--- src/dac_cfg_pkg.sv ---
`default_nettype none

package dac_cfg_pkg;

  // Register addresses, seven bits of the instruction byte
  localparam logic [6:0] ADDR_COMM   = 7'h00;
  localparam logic [6:0] ADDR_POWER  = 7'h01;
  localparam logic [6:0] ADDR_FORMAT = 7'h03;
  localparam logic [6:0] ADDR_IRQEN  = 7'h04;
  localparam logic [6:0] ADDR_EVENT  = 7'h06;

  // Reset values
  localparam logic [7:0] COMM_RST   = 8'h00;
  localparam logic [7:0] POWER_RST  = 8'h10;
  localparam logic [7:0] FORMAT_RST = 8'h00;
  localparam logic [7:0] IRQEN_RST  = 8'h00;
  localparam logic [7:0] EVENT_RST  = 8'h00;

  // Implemented bits; all others read zero and drop writes
  localparam logic [7:0] COMM_MASK   = 8'he0;
  localparam logic [7:0] POWER_MASK  = 8'hf0;
  localparam logic [7:0] FORMAT_MASK = 8'he3;
  localparam logic [7:0] IRQEN_MASK  = 8'hf3;
  localparam logic [7:0] EVENT_MASK  = 8'hf3;

  // Field positions
  localparam int COMM_BIDIR   = 7;
  localparam int COMM_LSBF    = 6;
  localparam int COMM_RESET   = 5;
  localparam int PWR_I        = 7;
  localparam int PWR_Q        = 6;
  localparam int PWR_RX       = 5;
  localparam int PWR_AUX      = 4;
  localparam int FMT_BINARY   = 7;
  localparam int FMT_QFIRST   = 6;
  localparam int FMT_SWAP     = 5;
  localparam int EV_PLL_LOST  = 7;
  localparam int EV_PLL_LOCK  = 6;
  localparam int EV_SYNC_LOST = 5;
  localparam int EV_SYNC_LOCK = 4;
  localparam int EV_FIFO1     = 1;
  localparam int EV_FIFO2     = 0;

  // Receiver bus width codes
  localparam logic [1:0] WIDTH_WORD   = 2'b00;
  localparam logic [1:0] WIDTH_BYTE   = 2'b01;
  localparam logic [1:0] WIDTH_NIBBLE = 2'b10;
  localparam logic [1:0] WIDTH_BAD    = 2'b11;

  // Serial frame: instruction byte then one data byte
  localparam logic [4:0] INSTR_LAST = 5'h07;
  localparam logic [4:0] FRAME_LAST = 5'h0f;

  // Decoded configuration handed to the rest of the device
  typedef struct packed {
    logic       sdioBidir;
    logic       lsbFirst;
    logic       softReset;
    logic       pdI;
    logic       pdQ;
    logic       pdRx;
    logic       pdAux;
    logic       offsetBinary;
    logic       qFirst;
    logic       msbSwap;
    logic [1:0] busWidth;
  } cfg_t;

  // Live status levels from PLL, sync logic and FIFO
  typedef struct packed {
    logic pllLocked;
    logic syncLocked;
    logic fifoWarn1;
    logic fifoWarn2;
  } status_t;

  // Serial transfer phase
  typedef enum logic [1:0] {
    PH_IDLE  = 2'b00,
    PH_INSTR = 2'b01,
    PH_DATA  = 2'b10,
    PH_DONE  = 2'b11
  } phase_t;

endpackage

`default_nettype wire

--- src/dac_cfg_regs.sv ---
`timescale 1ns/100ps
`default_nettype none

module dac_cfg_regs (
  input  wire logic                 clk_sys,
  input  wire logic                 reset_n,
  input  wire logic                 sclkIn,
  input  wire logic                 csIn_n,
  input  wire logic                 sdioIn,
  output logic                      sdioOut,
  output logic                      sdioOe,
  output logic                      sdoOut,
  output logic                      sdoOe,
  input  wire dac_cfg_pkg::status_t statusIn,
  input  wire logic [15:0]          dataIn,
  input  wire logic                 dataValidIn,
  output logic [15:0]               dataOut,
  output logic                      dataValidOut,
  output dac_cfg_pkg::cfg_t         cfgOut,
  output logic                      irqOut
);
  import dac_cfg_pkg::*;

  logic [2:0]  pinS1Q;     // First sync stage: sclk, cs, sdio
  logic [2:0]  pinS2Q;     // Second sync stage
  logic        sclkPrevQ;  // Last synced clock level
  logic        sclkRise;   // Serial clock rising edge
  logic        sclkFall;   // Serial clock falling edge
  logic        csLow;      // Chip select active
  logic        bitIn;      // Synced serial data
  phase_t      phaseQ;     // Transfer phase
  logic [4:0]  cntQ;       // Bits taken in this frame
  logic [7:0]  shiftQ;     // Incoming shift register
  logic [7:0]  shiftNext;  // Shift register with new bit
  logic        readQ;      // Instruction is a read
  logic [6:0]  addrQ;      // Instruction address
  logic [7:0]  rdShiftQ;   // Outgoing read data
  logic        sdoQ;       // Bit driven to the host
  logic        wrStrobe;   // Data byte of a write is complete
  logic [7:0]  commQ;      // Serial communication control
  logic [7:0]  powerQ;     // Power control
  logic [7:0]  formatQ;    // Input data format
  logic [7:0]  irqEnQ;     // Interrupt enables
  logic [7:0]  evQ;        // Latched event flags
  logic [7:0]  evSet;      // Events this cycle
  logic [7:0]  evClr;      // Flags cleared by software
  status_t     statPrevQ;  // Status one cycle ago
  logic        softRst;    // Device held in reset
  logic        irqQ;       // Registered interrupt
  logic [15:0] swapped;    // Input word after bit swap
  logic [7:0]  rdData;     // Readback mux

  // Two-stage synchroniser for the serial pins
  always_ff @(posedge clk_sys or negedge reset_n) begin
    if (!reset_n) begin
      pinS1Q    <= 3'h2;  // Idle levels: clock low, select high
      pinS2Q    <= 3'h2;
      sclkPrevQ <= 1'b0;  // Matches idle clock, no false edge
    end else begin
      pinS1Q    <= {sclkIn, csIn_n, sdioIn};
      pinS2Q    <= pinS1Q;
      sclkPrevQ <= pinS2Q[2];
    end
  end

  assign sclkRise = pinS2Q[2] & ~sclkPrevQ;
  assign sclkFall = ~pinS2Q[2] & sclkPrevQ;
  assign csLow    = ~pinS2Q[1];
  assign bitIn    = pinS2Q[0];
  assign softRst  = commQ[COMM_RESET];

  // Shift in the selected bit order
  always_comb begin
    if (commQ[COMM_LSBF]) begin
      shiftNext = {bitIn, shiftQ[7:1]};
    end else begin
      shiftNext = {shiftQ[6:0], bitIn};
    end
  end

  // Readback, undefined bits forced low
  always_comb begin
    unique case (addrQ)
      ADDR_COMM:   rdData = commQ & COMM_MASK;
      ADDR_POWER:  rdData = powerQ & POWER_MASK;
      ADDR_FORMAT: rdData = formatQ & FORMAT_MASK;
      ADDR_IRQEN:  rdData = irqEnQ & IRQEN_MASK;
      ADDR_EVENT:  rdData = evQ & EVENT_MASK;
      default:     rdData = 8'h00;
    endcase
  end

  // Frame sequencer: instruction byte, then one data byte
  always_ff @(posedge clk_sys or negedge reset_n) begin
    if (!reset_n) begin
      phaseQ   <= PH_IDLE;
      cntQ     <= 5'h00;
      shiftQ   <= 8'h00;
      readQ    <= 1'b0;
      addrQ    <= 7'h00;
      rdShiftQ <= 8'h00;
    end else if (!csLow) begin
      phaseQ <= PH_IDLE;
      cntQ   <= 5'h00;
    end else if (sclkRise) begin
      unique case (phaseQ)
        PH_IDLE, PH_INSTR: begin
          shiftQ <= shiftNext;
          cntQ   <= cntQ + 5'h01;
          phaseQ <= PH_INSTR;
          if (cntQ == INSTR_LAST) begin
            readQ    <= shiftNext[7];
            addrQ    <= shiftNext[6:0];
            phaseQ   <= PH_DATA;
            rdShiftQ <= 8'h00;
          end
        end
        PH_DATA: begin
          shiftQ <= shiftNext;
          cntQ   <= cntQ + 5'h01;
          if (cntQ == FRAME_LAST) begin
            phaseQ <= PH_DONE;
          end
        end
        PH_DONE: begin
          phaseQ <= PH_DONE;
        end
      endcase
    end else if (phaseQ == PH_DATA && cntQ == INSTR_LAST + 5'h01 &&
                 pinS2Q[2]) begin
      // Load read data once the address is known
      rdShiftQ <= rdData;
    end else if (sclkFall && phaseQ == PH_DATA) begin
      if (commQ[COMM_LSBF]) begin
        rdShiftQ <= {1'b0, rdShiftQ[7:1]};
      end else begin
        rdShiftQ <= {rdShiftQ[6:0], 1'b0};
      end
    end
  end

  assign wrStrobe = csLow & sclkRise & (phaseQ == PH_DATA) &
                    (cntQ == FRAME_LAST) & ~readQ;

  // Read bit changes on falling serial clock edges
  always_ff @(posedge clk_sys or negedge reset_n) begin
    if (!reset_n) begin
      sdoQ <= 1'b0;
    end else if (sclkFall && phaseQ == PH_DATA) begin
      sdoQ <= commQ[COMM_LSBF] ? rdShiftQ[0] : rdShiftQ[7];
    end
  end

  // Read data on SDIO only when bidirectional, else on SDO
  assign sdioOut = sdoQ;
  assign sdoOut  = sdoQ;
  assign sdioOe  = csLow & readQ & (phaseQ == PH_DATA) &
                   commQ[COMM_BIDIR];
  assign sdoOe   = csLow & readQ & (phaseQ == PH_DATA) &
                   ~commQ[COMM_BIDIR];

  // Communication register, never cleared by its own reset bit
  always_ff @(posedge clk_sys or negedge reset_n) begin
    if (!reset_n) begin
      commQ <= COMM_RST;
    end else if (wrStrobe && addrQ == ADDR_COMM) begin
      commQ <= shiftNext & COMM_MASK;
    end
  end

  // Configuration registers held at defaults during soft reset
  always_ff @(posedge clk_sys or negedge reset_n) begin
    if (!reset_n) begin
      powerQ  <= POWER_RST;
      formatQ <= FORMAT_RST;
      irqEnQ  <= IRQEN_RST;
    end else if (softRst) begin
      powerQ  <= POWER_RST;
      formatQ <= FORMAT_RST;
      irqEnQ  <= IRQEN_RST;
    end else if (wrStrobe) begin
      if (addrQ == ADDR_POWER) begin
        powerQ <= shiftNext & POWER_MASK;
      end
      if (addrQ == ADDR_FORMAT && shiftNext[1:0] != WIDTH_BAD) begin
        formatQ <= shiftNext & FORMAT_MASK;
      end
      if (addrQ == ADDR_IRQEN) begin
        irqEnQ <= shiftNext & IRQEN_MASK;
      end
    end
  end

  // Event detection from status edges and levels
  always_comb begin
    evSet               = 8'h00;
    evSet[EV_PLL_LOST]  = statPrevQ.pllLocked & ~statusIn.pllLocked;
    evSet[EV_PLL_LOCK]  = statusIn.pllLocked & ~statPrevQ.pllLocked;
    evSet[EV_SYNC_LOST] = statPrevQ.syncLocked & ~statusIn.syncLocked;
    evSet[EV_SYNC_LOCK] = statusIn.syncLocked & ~statPrevQ.syncLocked;
    evSet[EV_FIFO1]     = statusIn.fifoWarn1;
    evSet[EV_FIFO2]     = statusIn.fifoWarn2;
    evClr = (wrStrobe && addrQ == ADDR_EVENT) ? shiftNext : 8'h00;
  end

  // Previous status for edge detection
  always_ff @(posedge clk_sys or negedge reset_n) begin
    if (!reset_n) begin
      statPrevQ <= '0;
    end else begin
      statPrevQ <= statusIn;
    end
  end

  // Sticky flags; write one clears, a new event wins over the clear
  always_ff @(posedge clk_sys or negedge reset_n) begin
    if (!reset_n) begin
      evQ <= EVENT_RST;
    end else if (softRst) begin
      evQ <= EVENT_RST;
    end else begin
      evQ <= ((evQ & ~evClr) | evSet) & EVENT_MASK;
    end
  end

  // Interrupt from any enabled flag
  always_ff @(posedge clk_sys or negedge reset_n) begin
    if (!reset_n) begin
      irqQ <= 1'b0;
    end else begin
      irqQ <= |(evQ & irqEnQ);
    end
  end

  assign irqOut = irqQ;

  // Optional reversal of input port bit order
  always_comb begin
    swapped = dataIn;
    if (formatQ[FMT_SWAP]) begin
      for (int i = 0; i < 16; i++) begin
        swapped[i] = dataIn[15 - i];
      end
    end
  end

  // Receiver output: offset binary turned to twos complement
  always_ff @(posedge clk_sys or negedge reset_n) begin
    if (!reset_n) begin
      dataOut      <= 16'h0000;
      dataValidOut <= 1'b0;
    end else if (powerQ[PWR_RX] || softRst) begin
      dataValidOut <= 1'b0;
    end else begin
      dataValidOut <= dataValidIn;
      if (dataValidIn) begin
        dataOut <= {swapped[15] ^ formatQ[FMT_BINARY], swapped[14:0]};
      end
    end
  end

  // Decoded configuration; pairing order passed to receiver
  always_comb begin
    cfgOut.sdioBidir    = commQ[COMM_BIDIR];
    cfgOut.lsbFirst     = commQ[COMM_LSBF];
    cfgOut.softReset    = softRst;
    cfgOut.pdI          = powerQ[PWR_I];
    cfgOut.pdQ          = powerQ[PWR_Q];
    cfgOut.pdRx         = powerQ[PWR_RX];
    cfgOut.pdAux        = powerQ[PWR_AUX];
    cfgOut.offsetBinary = formatQ[FMT_BINARY];
    cfgOut.qFirst       = formatQ[FMT_QFIRST];
    cfgOut.msbSwap      = formatQ[FMT_SWAP];
    cfgOut.busWidth     = formatQ[1:0];
  end
endmodule

`default_nettype wire

--- config.mk ---
export PLATFORM = sky130hd
export DESIGN_NAME = dac_cfg_regs
export DESIGN_NICKNAME = d
export VERILOG_FILES = /design/src/dac_cfg_pkg.sv /design/src/dac_cfg_regs.sv
export SDC_FILE = /design/constraint.sdc
export NUM_CORES = 1
export LEC_CHECK = 0
export ABC_AREA = 1
export BUFFER_PORTS_ARGS = -buffer_cell sky130_fd_sc_hd__buf_4
export CORE_MARGIN = 10
export CORE_UTILIZATION = 38
export CTS_CLUSTER_SIZE = 10
export DETAILED_ROUTE_END_ITERATION = 12
export GPL_TIMING_DRIVEN = 0
export PLACE_DENSITY = 0.57
export REMOVE_ABC_BUFFERS = 1
export SLEW_MARGIN = 20
export SYNTH_ARGS = -nofsm -noshare
export SYNTH_HDL_FRONTEND = slang
export SYNTH_SLANG_ARGS = --single-unit
--- constraint.sdc ---
create_clock -name clk_sys -period 2.1 [get_ports clk_sys]
set_input_delay 0.315 -clock clk_sys [delete_from_list [all_inputs] [get_ports clk_sys]]
set_output_delay 0.315 -clock clk_sys [all_outputs]
set_load 0.005 [all_outputs]
==> impl_metrics.ini, run 1 <==
[run_status]
status = complete, but fails checks
violations = negative hold slack

[power]
power.density_nw_per_um2 = 679
ir_worst_vdd_mv = 0.326
power.total_mw = 3.30
p_leak_nw = 2.42

[worst_hold_path]
hold_path_class = primary input to asynchronous set/reset pin

[timing]
finalWorstSetupSlack_ns = 0.203
slew_violations = 0
tightest_slew_ns = 0.918
rsz0062_at_grt = false
whs_ns = -0.0107
min_period_over_period_pct = 90.3
relSlewSlack_pct = 38.8
fin_crit_ns = 1.90
hold_violations = 3
final.setup_skew_ns = 0.0127
setup_viol = 0
fmax_mhz = 527

[global_routing]
grt_pass1_wl_um = 16700
grt_max_degree = 84
grtUsageTotal_pct = 13.6
gr-total-overflow = 0
grt_pass1_vias = 3358
antenna_found_initial = 0

[critical_path]
cp-startpoint = commQ[6]
required_ns = 2.33
worst_setup_path_end_kind = flop
critical_path_class = flop to flop
crit_arrival_ns = 2.12
regToRegEndpoint = formatQ[5]
crit_path_start_kind = flop
r2r-start = commQ[6]
reg2reg_setup_slack_ns = 0.20
rr_worst_depth = 6
worstPathMaxFanout = 25

[clock_tree]
root_buffer = clkbuf_8
clkTransAtPathRegs_ns = 0.08
clk_latency_ns = 0.35
cts_inserted_buffers = 9
cts_max_path_buffers = 2
postCtsSetupRepairBufs = 0
cts_tree = built
cts_max_level = 3
cts_sinks = 83
hold_buffers = 0

[synth]
syn_area_um2 = 4090
postSynthAreaPerCell_um2 = 7.78
ys_types = 34
ys_seq_elements = 83
yosys_warnings = 0
syn_inst = 525
yosys-top-cells-area = dfrtp_1, nand2_1, o21ai_0
ys_seq_area_share_pct = 50.9
yosys.area.top_type = dfrtp_1
synth_top_area_share_pct = 49.0

[cells_and_area]
antenna_cells = 0
area_growth_syn_to_layout_pct = 18.9
layout-drive-gt1-share_pct = 18.8
nNetsFinal = 608
fillers = 1059

[placed_design]
dp_hpwl_um = 7300
io_buffers = 59
dp_slack_ns = -0.260
finalWeightedCongestion = 0.834

[floorplan]
die_h_um = 124
fp-row-count = 37
core-area_um2 = 10400
start_util_pct = 39.2
dieArea_um2 = 15300
io_pins = 60
die_w_um = 124

[drt]
wirelength_um = 9970
routedWlPerCell_um = 13.9
first_pass_iters = 4
drc = 0
drt_iter0_drc = 216
via_count = 3421
ant_nets = 0
via_per_inst = 4.75

[flow_run]
drv_cap = 0
[per-layer routing]
metal	global-route usage, %	wire length (um)
met5	0	0
met2	22.0	4920
met1	17.6	4460
met3	3.08	497
met4	4.22	94
[cell type report]
cell class	instances	area [um2]	share of cell area [%]
Sequential cell	83	2090	43.0
Clock inverter	4	73.8	1.52
Timing Repair Buffer	59	447	9.20
Multi-Input combinational cell	366	1710	35.2
Tap cell	136	170	3.50
Inverter	60	225	4.64
Clock buffer	12	145	2.99
[registers in the layout, indices dropped and copies added, names as in the netlist, 4 cells and up]
| register | flops |
|---|---|
| dataOut | 16 |
| rdShiftQ | 8 |
| shiftQ | 8 |
| addrQ | 7 |
| evQ | 6 |
| irqEnQ | 6 |
| cntQ | 5 |
| formatQ | 5 |
| powerQ | 4 |
[kinds of logic after synthesis]
family / share of synthesized area [%]
compound gates: 12.2
xor+xnor: 0.214
fa+ha+maj: 0.919
buf+inv: 7.47
flops: 50.9
simple gates: 28.3
[per-stage QoR]
step | hold slack [ns] | util [%] | instance area (um2) | TNS [ns] | std cells
after global placement | 0.334 | 44.3 | 4620 | -3.06 | 704
after floorplan | 0.0194 | - | 4010 | 0 | 509
after detailed placement | 0.347 | 44.3 | 4620 | -3.02 | 704
after CTS | 0.0548 | 46.5 | 4840 | 0 | 720
final | -0.0107 | 46.6 | 4860 | 0 | 720
after global routing | 0.0464 | 46.6 | 4860 | 0 | 720
[Yosys cell counts, drive strengths merged]
library cell  instances
nand2               200
dfstp                 3
a22oi                 1
o211ai                2
xor2                  1
o22ai                 1
dfrtp                80
clkbuf                6
nor2                 35
buf                  10
nand4                 2
nand3b                1
nand3                27
a21oi                12
nor3b                 1
o31ai                 1
o2111ai               1
ha                    3
o21ai                71
or2                   5
a32o                  1
clkinv                2
nor3                  1
inv                  58
[power by group]
part / internal, mW / switching, mW / total (mW)
Clock: 0.704 / 0.556 / 1.26
Combinational: 0.119 / 0.206 / 0.325
Sequential: 1.67 / 0.0411 / 1.71
Total: 2.49 / 0.803 / 3.30
[worst max-delay path: stages (launching register included)]
cell and delay (ns):
dfrtp_4 0.60, o21ai_0 0.56, nor2_1 0.11, o21ai_2 0.22, nand2_2 0.13, nand2_1 0.07, o21ai_1 0.07
[what timing repair did]
item                                    CTS  global route
cloned                                    0             0
resized for setup                         2             4
endpoints found under the setup margin   15            28
[layout by cell type (no fill, tap or decap), types with 2 or more instances in the layout]
| master | instances |
|---|---|
| inv_1 | 52 |
| o21ai_2 | 4 |
| buf_4 | 58 |
| nand2_1 | 195 |
| clkinv_1 | 2 |
| nor2_1 | 26 |
| bufinv_16 | 2 |
| ha_1 | 3 |
| a21oi_1 | 12 |
| dfstp_2 | 3 |
| nor2_4 | 5 |
| clkbuf_8 | 10 |
| o21ai_0 | 60 |
| dfrtp_1 | 78 |
| nor2_2 | 4 |
| inv_2 | 6 |
| nand3_1 | 27 |
| clkbuf_1 | 2 |
| or2_2 | 4 |
| o21ai_1 | 6 |
| o211ai_1 | 2 |
| nand2_2 | 5 |
[worst max-delay path by stage]
stage                     slack, ns  depth (start not counted)         end
after floorplan                0.37                          7      evQ[6]
after global placement        -0.24                          5  dataOut[1]
after detailed placement      -0.26                          5  dataOut[4]
after CTS                      0.05                          5  dataOut[0]
after global routing          0.003                          7      evQ[6]
final                          0.20                          6  formatQ[5]
Note: power is estimated with default switching activity, not from simulation.
==> run 2: changes to the inputs <==
--- a/config.mk
+++ b/config.mk
@@ -7,13 +7,16 @@
 export LEC_CHECK = 0
 export ABC_AREA = 1
 export BUFFER_PORTS_ARGS = -buffer_cell sky130_fd_sc_hd__buf_4
+export CELL_PAD_IN_SITES_DETAIL_PLACEMENT = 0
+export CELL_PAD_IN_SITES_GLOBAL_PLACEMENT = 1
 export CORE_MARGIN = 10
 export CORE_UTILIZATION = 38
 export CTS_CLUSTER_SIZE = 10
 export DETAILED_ROUTE_END_ITERATION = 12
 export GPL_TIMING_DRIVEN = 0
-export PLACE_DENSITY = 0.57
+export PLACE_DENSITY = 0.73
 export REMOVE_ABC_BUFFERS = 1
+export SKIP_CTS_REPAIR_TIMING = 1
 export SLEW_MARGIN = 20
 export SYNTH_ARGS = -nofsm -noshare
 export SYNTH_HDL_FRONTEND = slang
==> impl_metrics.ini, run 2 (synthesis results as in run 1) <==
[drt]
via_count = 3445
wirelength_um = 10100
drt_iter0_drc = 269
routedWlPerCell_um = 14.0
via_per_inst = 4.79
drc = 0
ant_nets = 0
first_pass_iters = 4

[floorplan]
io_pins = 60
die_w_um = 124
start_util_pct = 39.2
fp-row-count = 37
dieArea_um2 = 15300
core-area_um2 = 10400
die_h_um = 124

[critical_path]
endpoint = evQ[0]
required_ns = 2.33
reg2reg_setup_slack_ns = 0.22
crit_slowest_cell = dfrtp_1
cp-startpoint = cntQ[0]
crit_path_start_kind = flop
regToRegEndpoint = evQ[0]
r2r-start = cntQ[0]
rr_worst_depth = 9
cp_cell_sequence = ha_1, nand2_2, nor2_1, ha_1, nand4_4, nor2_2, nand2_1, a21oi_1, nor2_1
crit_arrival_ns = 2.11
cpPeakStageDelay_ns = 0.38
worst_setup_path_end_kind = flop
critical_path_class = flop to flop
worstPathMaxFanout = 6

[flow_run]
drv_cap = 0

[clock_tree]
clk_latency_ns = 0.36
cts_inserted_buffers = 9
cts_tree = built
cts_sinks = 83
root_buffer = clkbuf_8
clkTransAtPathRegs_ns = 0.08
cts_max_path_buffers = 2
cts_max_level = 3

[placed_design]
io_buffers = 59
dp_slack_ns = -0.271
finalWeightedCongestion = 0.815
dp_hpwl_um = 7400
dpl_cell_area_um2 = 4620

[cells_and_area]
nNetsFinal = 608
final_cell_mix = nand2_1, dfrtp_1, o21ai_0, buf_4, inv_1
layout-drive-gt1-share_pct = 18.9
layout_commonest_cell = nand2_1
fin_area_um2 = 4820
final_core_util_pct = 46.2
area_growth_syn_to_layout_pct = 17.9
regMostFlops = dataOut
reg_top3 = dataOut x16, rdShiftQ x8, shiftQ x8
antenna_cells = 0
largest_register_ff_count = 16

[timing]
hold_violations = 0
whs_ns = 0.00309
fin_crit_ns = 1.88
relSlewSlack_pct = 40.4
slew_violations = 0
finalWorstSetupSlack_ns = 0.223
tightest_slew_ns = 0.893
setup_viol = 0
final.setup_skew_ns = 0.0112
fmax_mhz = 533
min_period_over_period_pct = 89.4
rsz0062_at_grt = false

[global_routing]
antenna_found_initial = 0
grtUsageTotal_pct = 14.0
grt_max_degree = 84
grt_pass1_wl_um = 17000
gr-total-overflow = 0
grt_pass1_vias = 3334

[power]
ir_worst_vdd_mv = 0.378
power.total_mw = 3.14
p_leak_nw = 2.40
power.density_nw_per_um2 = 652

[run_status]
status = finished clean

[worst_hold_path]
hold_path_class = primary input to asynchronous set/reset pin
run 2: routing by layer:
metal / GRT usage, % / vias to the layer above / wire (um)
li1: - / 1758 / -
met1: 18.9 / 1634 / 4840
met2: 21.5 / 49 / 4790
met3: 3.89 / 4 / 421
met4: 4.08 / 0 / 51
met5: 0 / - / 0
run 2: critical path, delay by kind of cell (launching register included):
family	cells	cell delay, ns
adders and majority gates	2	0.42
DFF	1	0.38
AOI/OAI and AO/OA	1	0.13
and+or+nand+nor	6	0.83
run 2: layout make-up:
| type | instances | area (um2) |
|---|---|---|
| fill | 1039 | 5600 |
| tap | 136 | 170 |
| clock inverter | 6 | 57.6 |
| multi-input combinational | 366 | 1710 |
| inverter | 60 | 225 |
| sequential | 83 | 2090 |
| clock buffer | 9 | 124 |
| timing repair buffer | 59 | 447 |
run 2: power breakdown:
group / internal (mW) / switching (mW)
clock network: 0.534 / 0.573
registers: 1.67 / 0.0413
logic: 0.118 / 0.202
run 2: how the worst min path moves through the flow:
stage          slack [ns]  cells after the start        end
2_1_floorplan        0.02                      0   addrQ[0]
3_3_place_gp         0.33                      0  pinS2Q[0]
3_5_place_dp         0.34                      0  pinS2Q[0]
4_1_cts              0.04                      1  pinS1Q[0]
5_1_grt              0.04                      1  pinS1Q[0]
6_report            0.003                      1    cntQ[0]
run 2: per-stage QoR:
| step | std cells | setup TNS [ns] |
|---|---|---|
| after floorplan | 509 | 0 |
| after global placement | 704 | -3.64 |
| after detailed placement | 704 | -3.36 |
| after CTS | 719 | -3.64 |
| after global routing | 719 | 0 |
| final | 719 | 0 |
==> run 3: changes to the inputs <==
--- a/config.mk
+++ b/config.mk
@@ -5,7 +5,6 @@
 export SDC_FILE = /design/constraint.sdc
 export NUM_CORES = 1
 export LEC_CHECK = 0
-export ABC_AREA = 1
 export BUFFER_PORTS_ARGS = -buffer_cell sky130_fd_sc_hd__buf_4
 export CELL_PAD_IN_SITES_DETAIL_PLACEMENT = 0
 export CELL_PAD_IN_SITES_GLOBAL_PLACEMENT = 1
@@ -14,7 +13,7 @@
 export CTS_CLUSTER_SIZE = 10
 export DETAILED_ROUTE_END_ITERATION = 12
 export GPL_TIMING_DRIVEN = 0
-export PLACE_DENSITY = 0.73
+export PLACE_DENSITY = 0.7
 export REMOVE_ABC_BUFFERS = 1
 export SKIP_CTS_REPAIR_TIMING = 1
 export SLEW_MARGIN = 20
==> impl_metrics.ini, run 3 <==
[run_status]
status = complete, but fails checks
violations = negative setup slack

[global_routing]
use_met2_pct = 20.9
grt_pass1_wl_um = 15900
grtUsageTotal_pct = 13.1
grt_max_degree = 84
antenna_found_initial = 0
grt_use_met3_pct = 3.49
gr-total-overflow = 0
top_usage_layer = met2
gr-usage-met1_pct = 17.4
grt_pass1_vias = 2989

[cells_and_area]
final-seq-area_um2 = 2080
nNetsFinal = 471
layout-drive-gt1-share_pct = 27.7
antenna_cells = 0
regMostFlops = dataOut
reg_top3 = dataOut x16, rdShiftQ x8, shiftQ x8
final_cell_mix = dfrtp_1, buf_4, nor2_1, a21oi_1, mux2i_1
largest_register_ff_count = 16
layout_commonest_cell = dfrtp_1
area_growth_syn_to_layout_pct = 23.8
fillers = 965
final_cells = 583
multiInputGateArea_um2 = 1870

[synth]
synth-compound-area-share_pct = 14.1
synth_simple_gate_area_share_pct = 16.3
ys.flop_type = dfrtp_1
ys_types = 52
synth_xor_area_share_pct = 0.879
yosys.area.top_type = dfrtp_1
post-synth-top-count-cell = dfrtp_1
postSynthAreaPerCell_um2 = 10.5
postSynth.asyncResetShare_pct = 100
synth_top_area_share_pct = 50.2
ys_seq_area_share_pct = 52.2
synth_top_family_by_area = simple AND/OR/NAND/NOR gates
syn_inst = 379
syn_area_um2 = 3990
synth_mux_area_share_pct = 12.4
yosys_warnings = 0
synth_common_cells = dfrtp_1, nor2_1, a21oi_1
synth_edf_count = 0
ys_seq_elements = 83
yosys-top-cells-area = dfrtp_1, mux2i_1, a21oi_1
synth-adder-area-share_pct = 0.941

[critical_path]
required_ns = 2.33
cp_cell_sequence = ha_4, and3_4, ha_4, nor4bb_4, nand3_1, or4_4, mux2_4
crit_path_start_kind = flop
worst_setup_path_end_kind = flop
rr_worst_depth = 7
crit_slowest_cell = or4_4
cp_num_cells = 7
cp_num_buf_inv = 0
crit_arrival_ns = 2.58
worstPathMaxFanout = 3
cp_common_cell = ha_4
reg2reg_setup_slack_ns = -0.24
critical_path_class = flop to flop
cp_top_family = simple AND/OR/NAND/NOR gates
cpPeakStageDelay_ns = 0.62

[power]
ir_worst_vdd_mv = 0.362
p_leak_nw = 2.00
power.density_nw_per_um2 = 679

[placed_design]
dp_hpwl_um = 6910
io_buffers = 59
finalWeightedCongestion = 0.805
dp_slack_ns = -0.588
dp.cells = 557

[drt]
first_pass_iters = 4
drt_iter0_drc = 175
wirelength_um = 9850
ant_nets = 0
routedWlPerCell_um = 16.9
drc = 0
via_count = 3035
via_per_inst = 5.21

[timing]
slew_violations = 0
setup_viol = 14
finalWorstSetupSlack_ns = -0.243
whs_ns = 0.0108
tightest_slew_ns = 0.946
fmax_mhz = 427
rsz0062_at_grt = true
relSlewSlack_pct = 36.9
fin_crit_ns = 2.34
hold_violations = 0
min_period_over_period_pct = 112
final.setup_skew_ns = 0.0151
fin_setup_tns_ns = -1.58

[floorplan]
die_w_um = 122
start_util_pct = 38.8
dieArea_um2 = 15000
die_h_um = 122
io_pins = 60
core-area_um2 = 10300
fp-row-count = 37

[flow_run]
drv_cap = 0

[clock_tree]
cts_max_level = 3
cts_inserted_buffers = 9
clk_latency_ns = 0.35
clkTransAtPathRegs_ns = 0.09
root_buffer = clkbuf_8
cts_sinks = 83
cts_tree = built
cts_max_path_buffers = 2

[worst_hold_path]
hold_path_class = primary input to asynchronous set/reset pin
==> run 3: changes by cell type in the layout (fill, tap and decap cells not counted), sizes merged, moves of 5 or more <==
cell,before,now
buf,59,72
mux2,0,12
inv,58,11
nand2b,0,6
o21ai,71,16
nor2b,0,7
a211oi,0,8
a21oi,12,39
nand2,200,21
nor2,35,46
a311oi,0,5
mux2i,0,36
or2,5,0
nand3,27,7
==> run 3: logic make-up (layout without fill, tap and decap cells) <==
family / count (synthesis) / after routing
simple gates: 120 / 120
compound gates: 90 / 90
flops: 83 / 83
mux: 48 / 48
buf+inv: 31 / 99
xor+xnor: 4 / 4
fa+ha+maj: 3 / 3
==> run 3: cell type report <==
class                      instances  area share, %
clock buffer                      10           2.59
clock inverter                     6           1.83
inverter                          11          0.837
multi-input combinational        265           37.9
sequential                        83           42.2
tap                              136           3.45
timing repair buffer              72           11.2
==> run 3: where the power goes <==
| part | leakage [nW] | internal [mW] | total, mW | switching (mW) |
|---|---|---|---|---|
| Clock | 0.106 | 0.673 | 1.26 | 0.590 |
| Combinational | 0.874 | 0.151 | 0.339 | 0.188 |
| Sequential | 1.02 | 1.68 | 1.75 | 0.0698 |
==> run 3: worst paths after layout <==
kind / from / end
worst max-delay path: cntQ[1] / commQ[6]
worst min-delay path: reset_n / evQ[0]
worst max register to register: cntQ[1] / commQ[6]
worst min register to register: pinS1Q[1] / pinS2Q[1]
max in group asynchronous: reset_n / commQ[6]
min in group clk_sys: sdioIn / pinS1Q[0]
==> run 3: layer usage <==
metal,up-vias,share of wire [%]
met5,-,0
met4,0,1.0
met3,9,4.1
met2,46,48
met1,1481,47
li1,1499,-
==> run 3: through the flow <==
| step | instance area [um2] | util (%) | power, mW |
|---|---|---|---|
| 2_1_floorplan | 3900 | - | 1.91 |
| 3_3_place_gp | 4510 | 43.9 | 2.10 |
| 3_5_place_dp | 4550 | 44.3 | 2.11 |
| 4_1_cts | 4770 | 46.4 | 3.38 |
| 5_1_grt | 4930 | 48.0 | 3.52 |
| 6_report | 4930 | 48.0 | 3.35 |
==> run 3: worst register-to-register path: stages, from the launching register on <==
cell and delay [ns]:
dfrtp_1 0.44, ha_4 0.16, and3_4 0.19, ha_4 0.15
nor4bb_4 0.22, nand3_1 0.14, or4_4 0.62, mux2_4 0.31
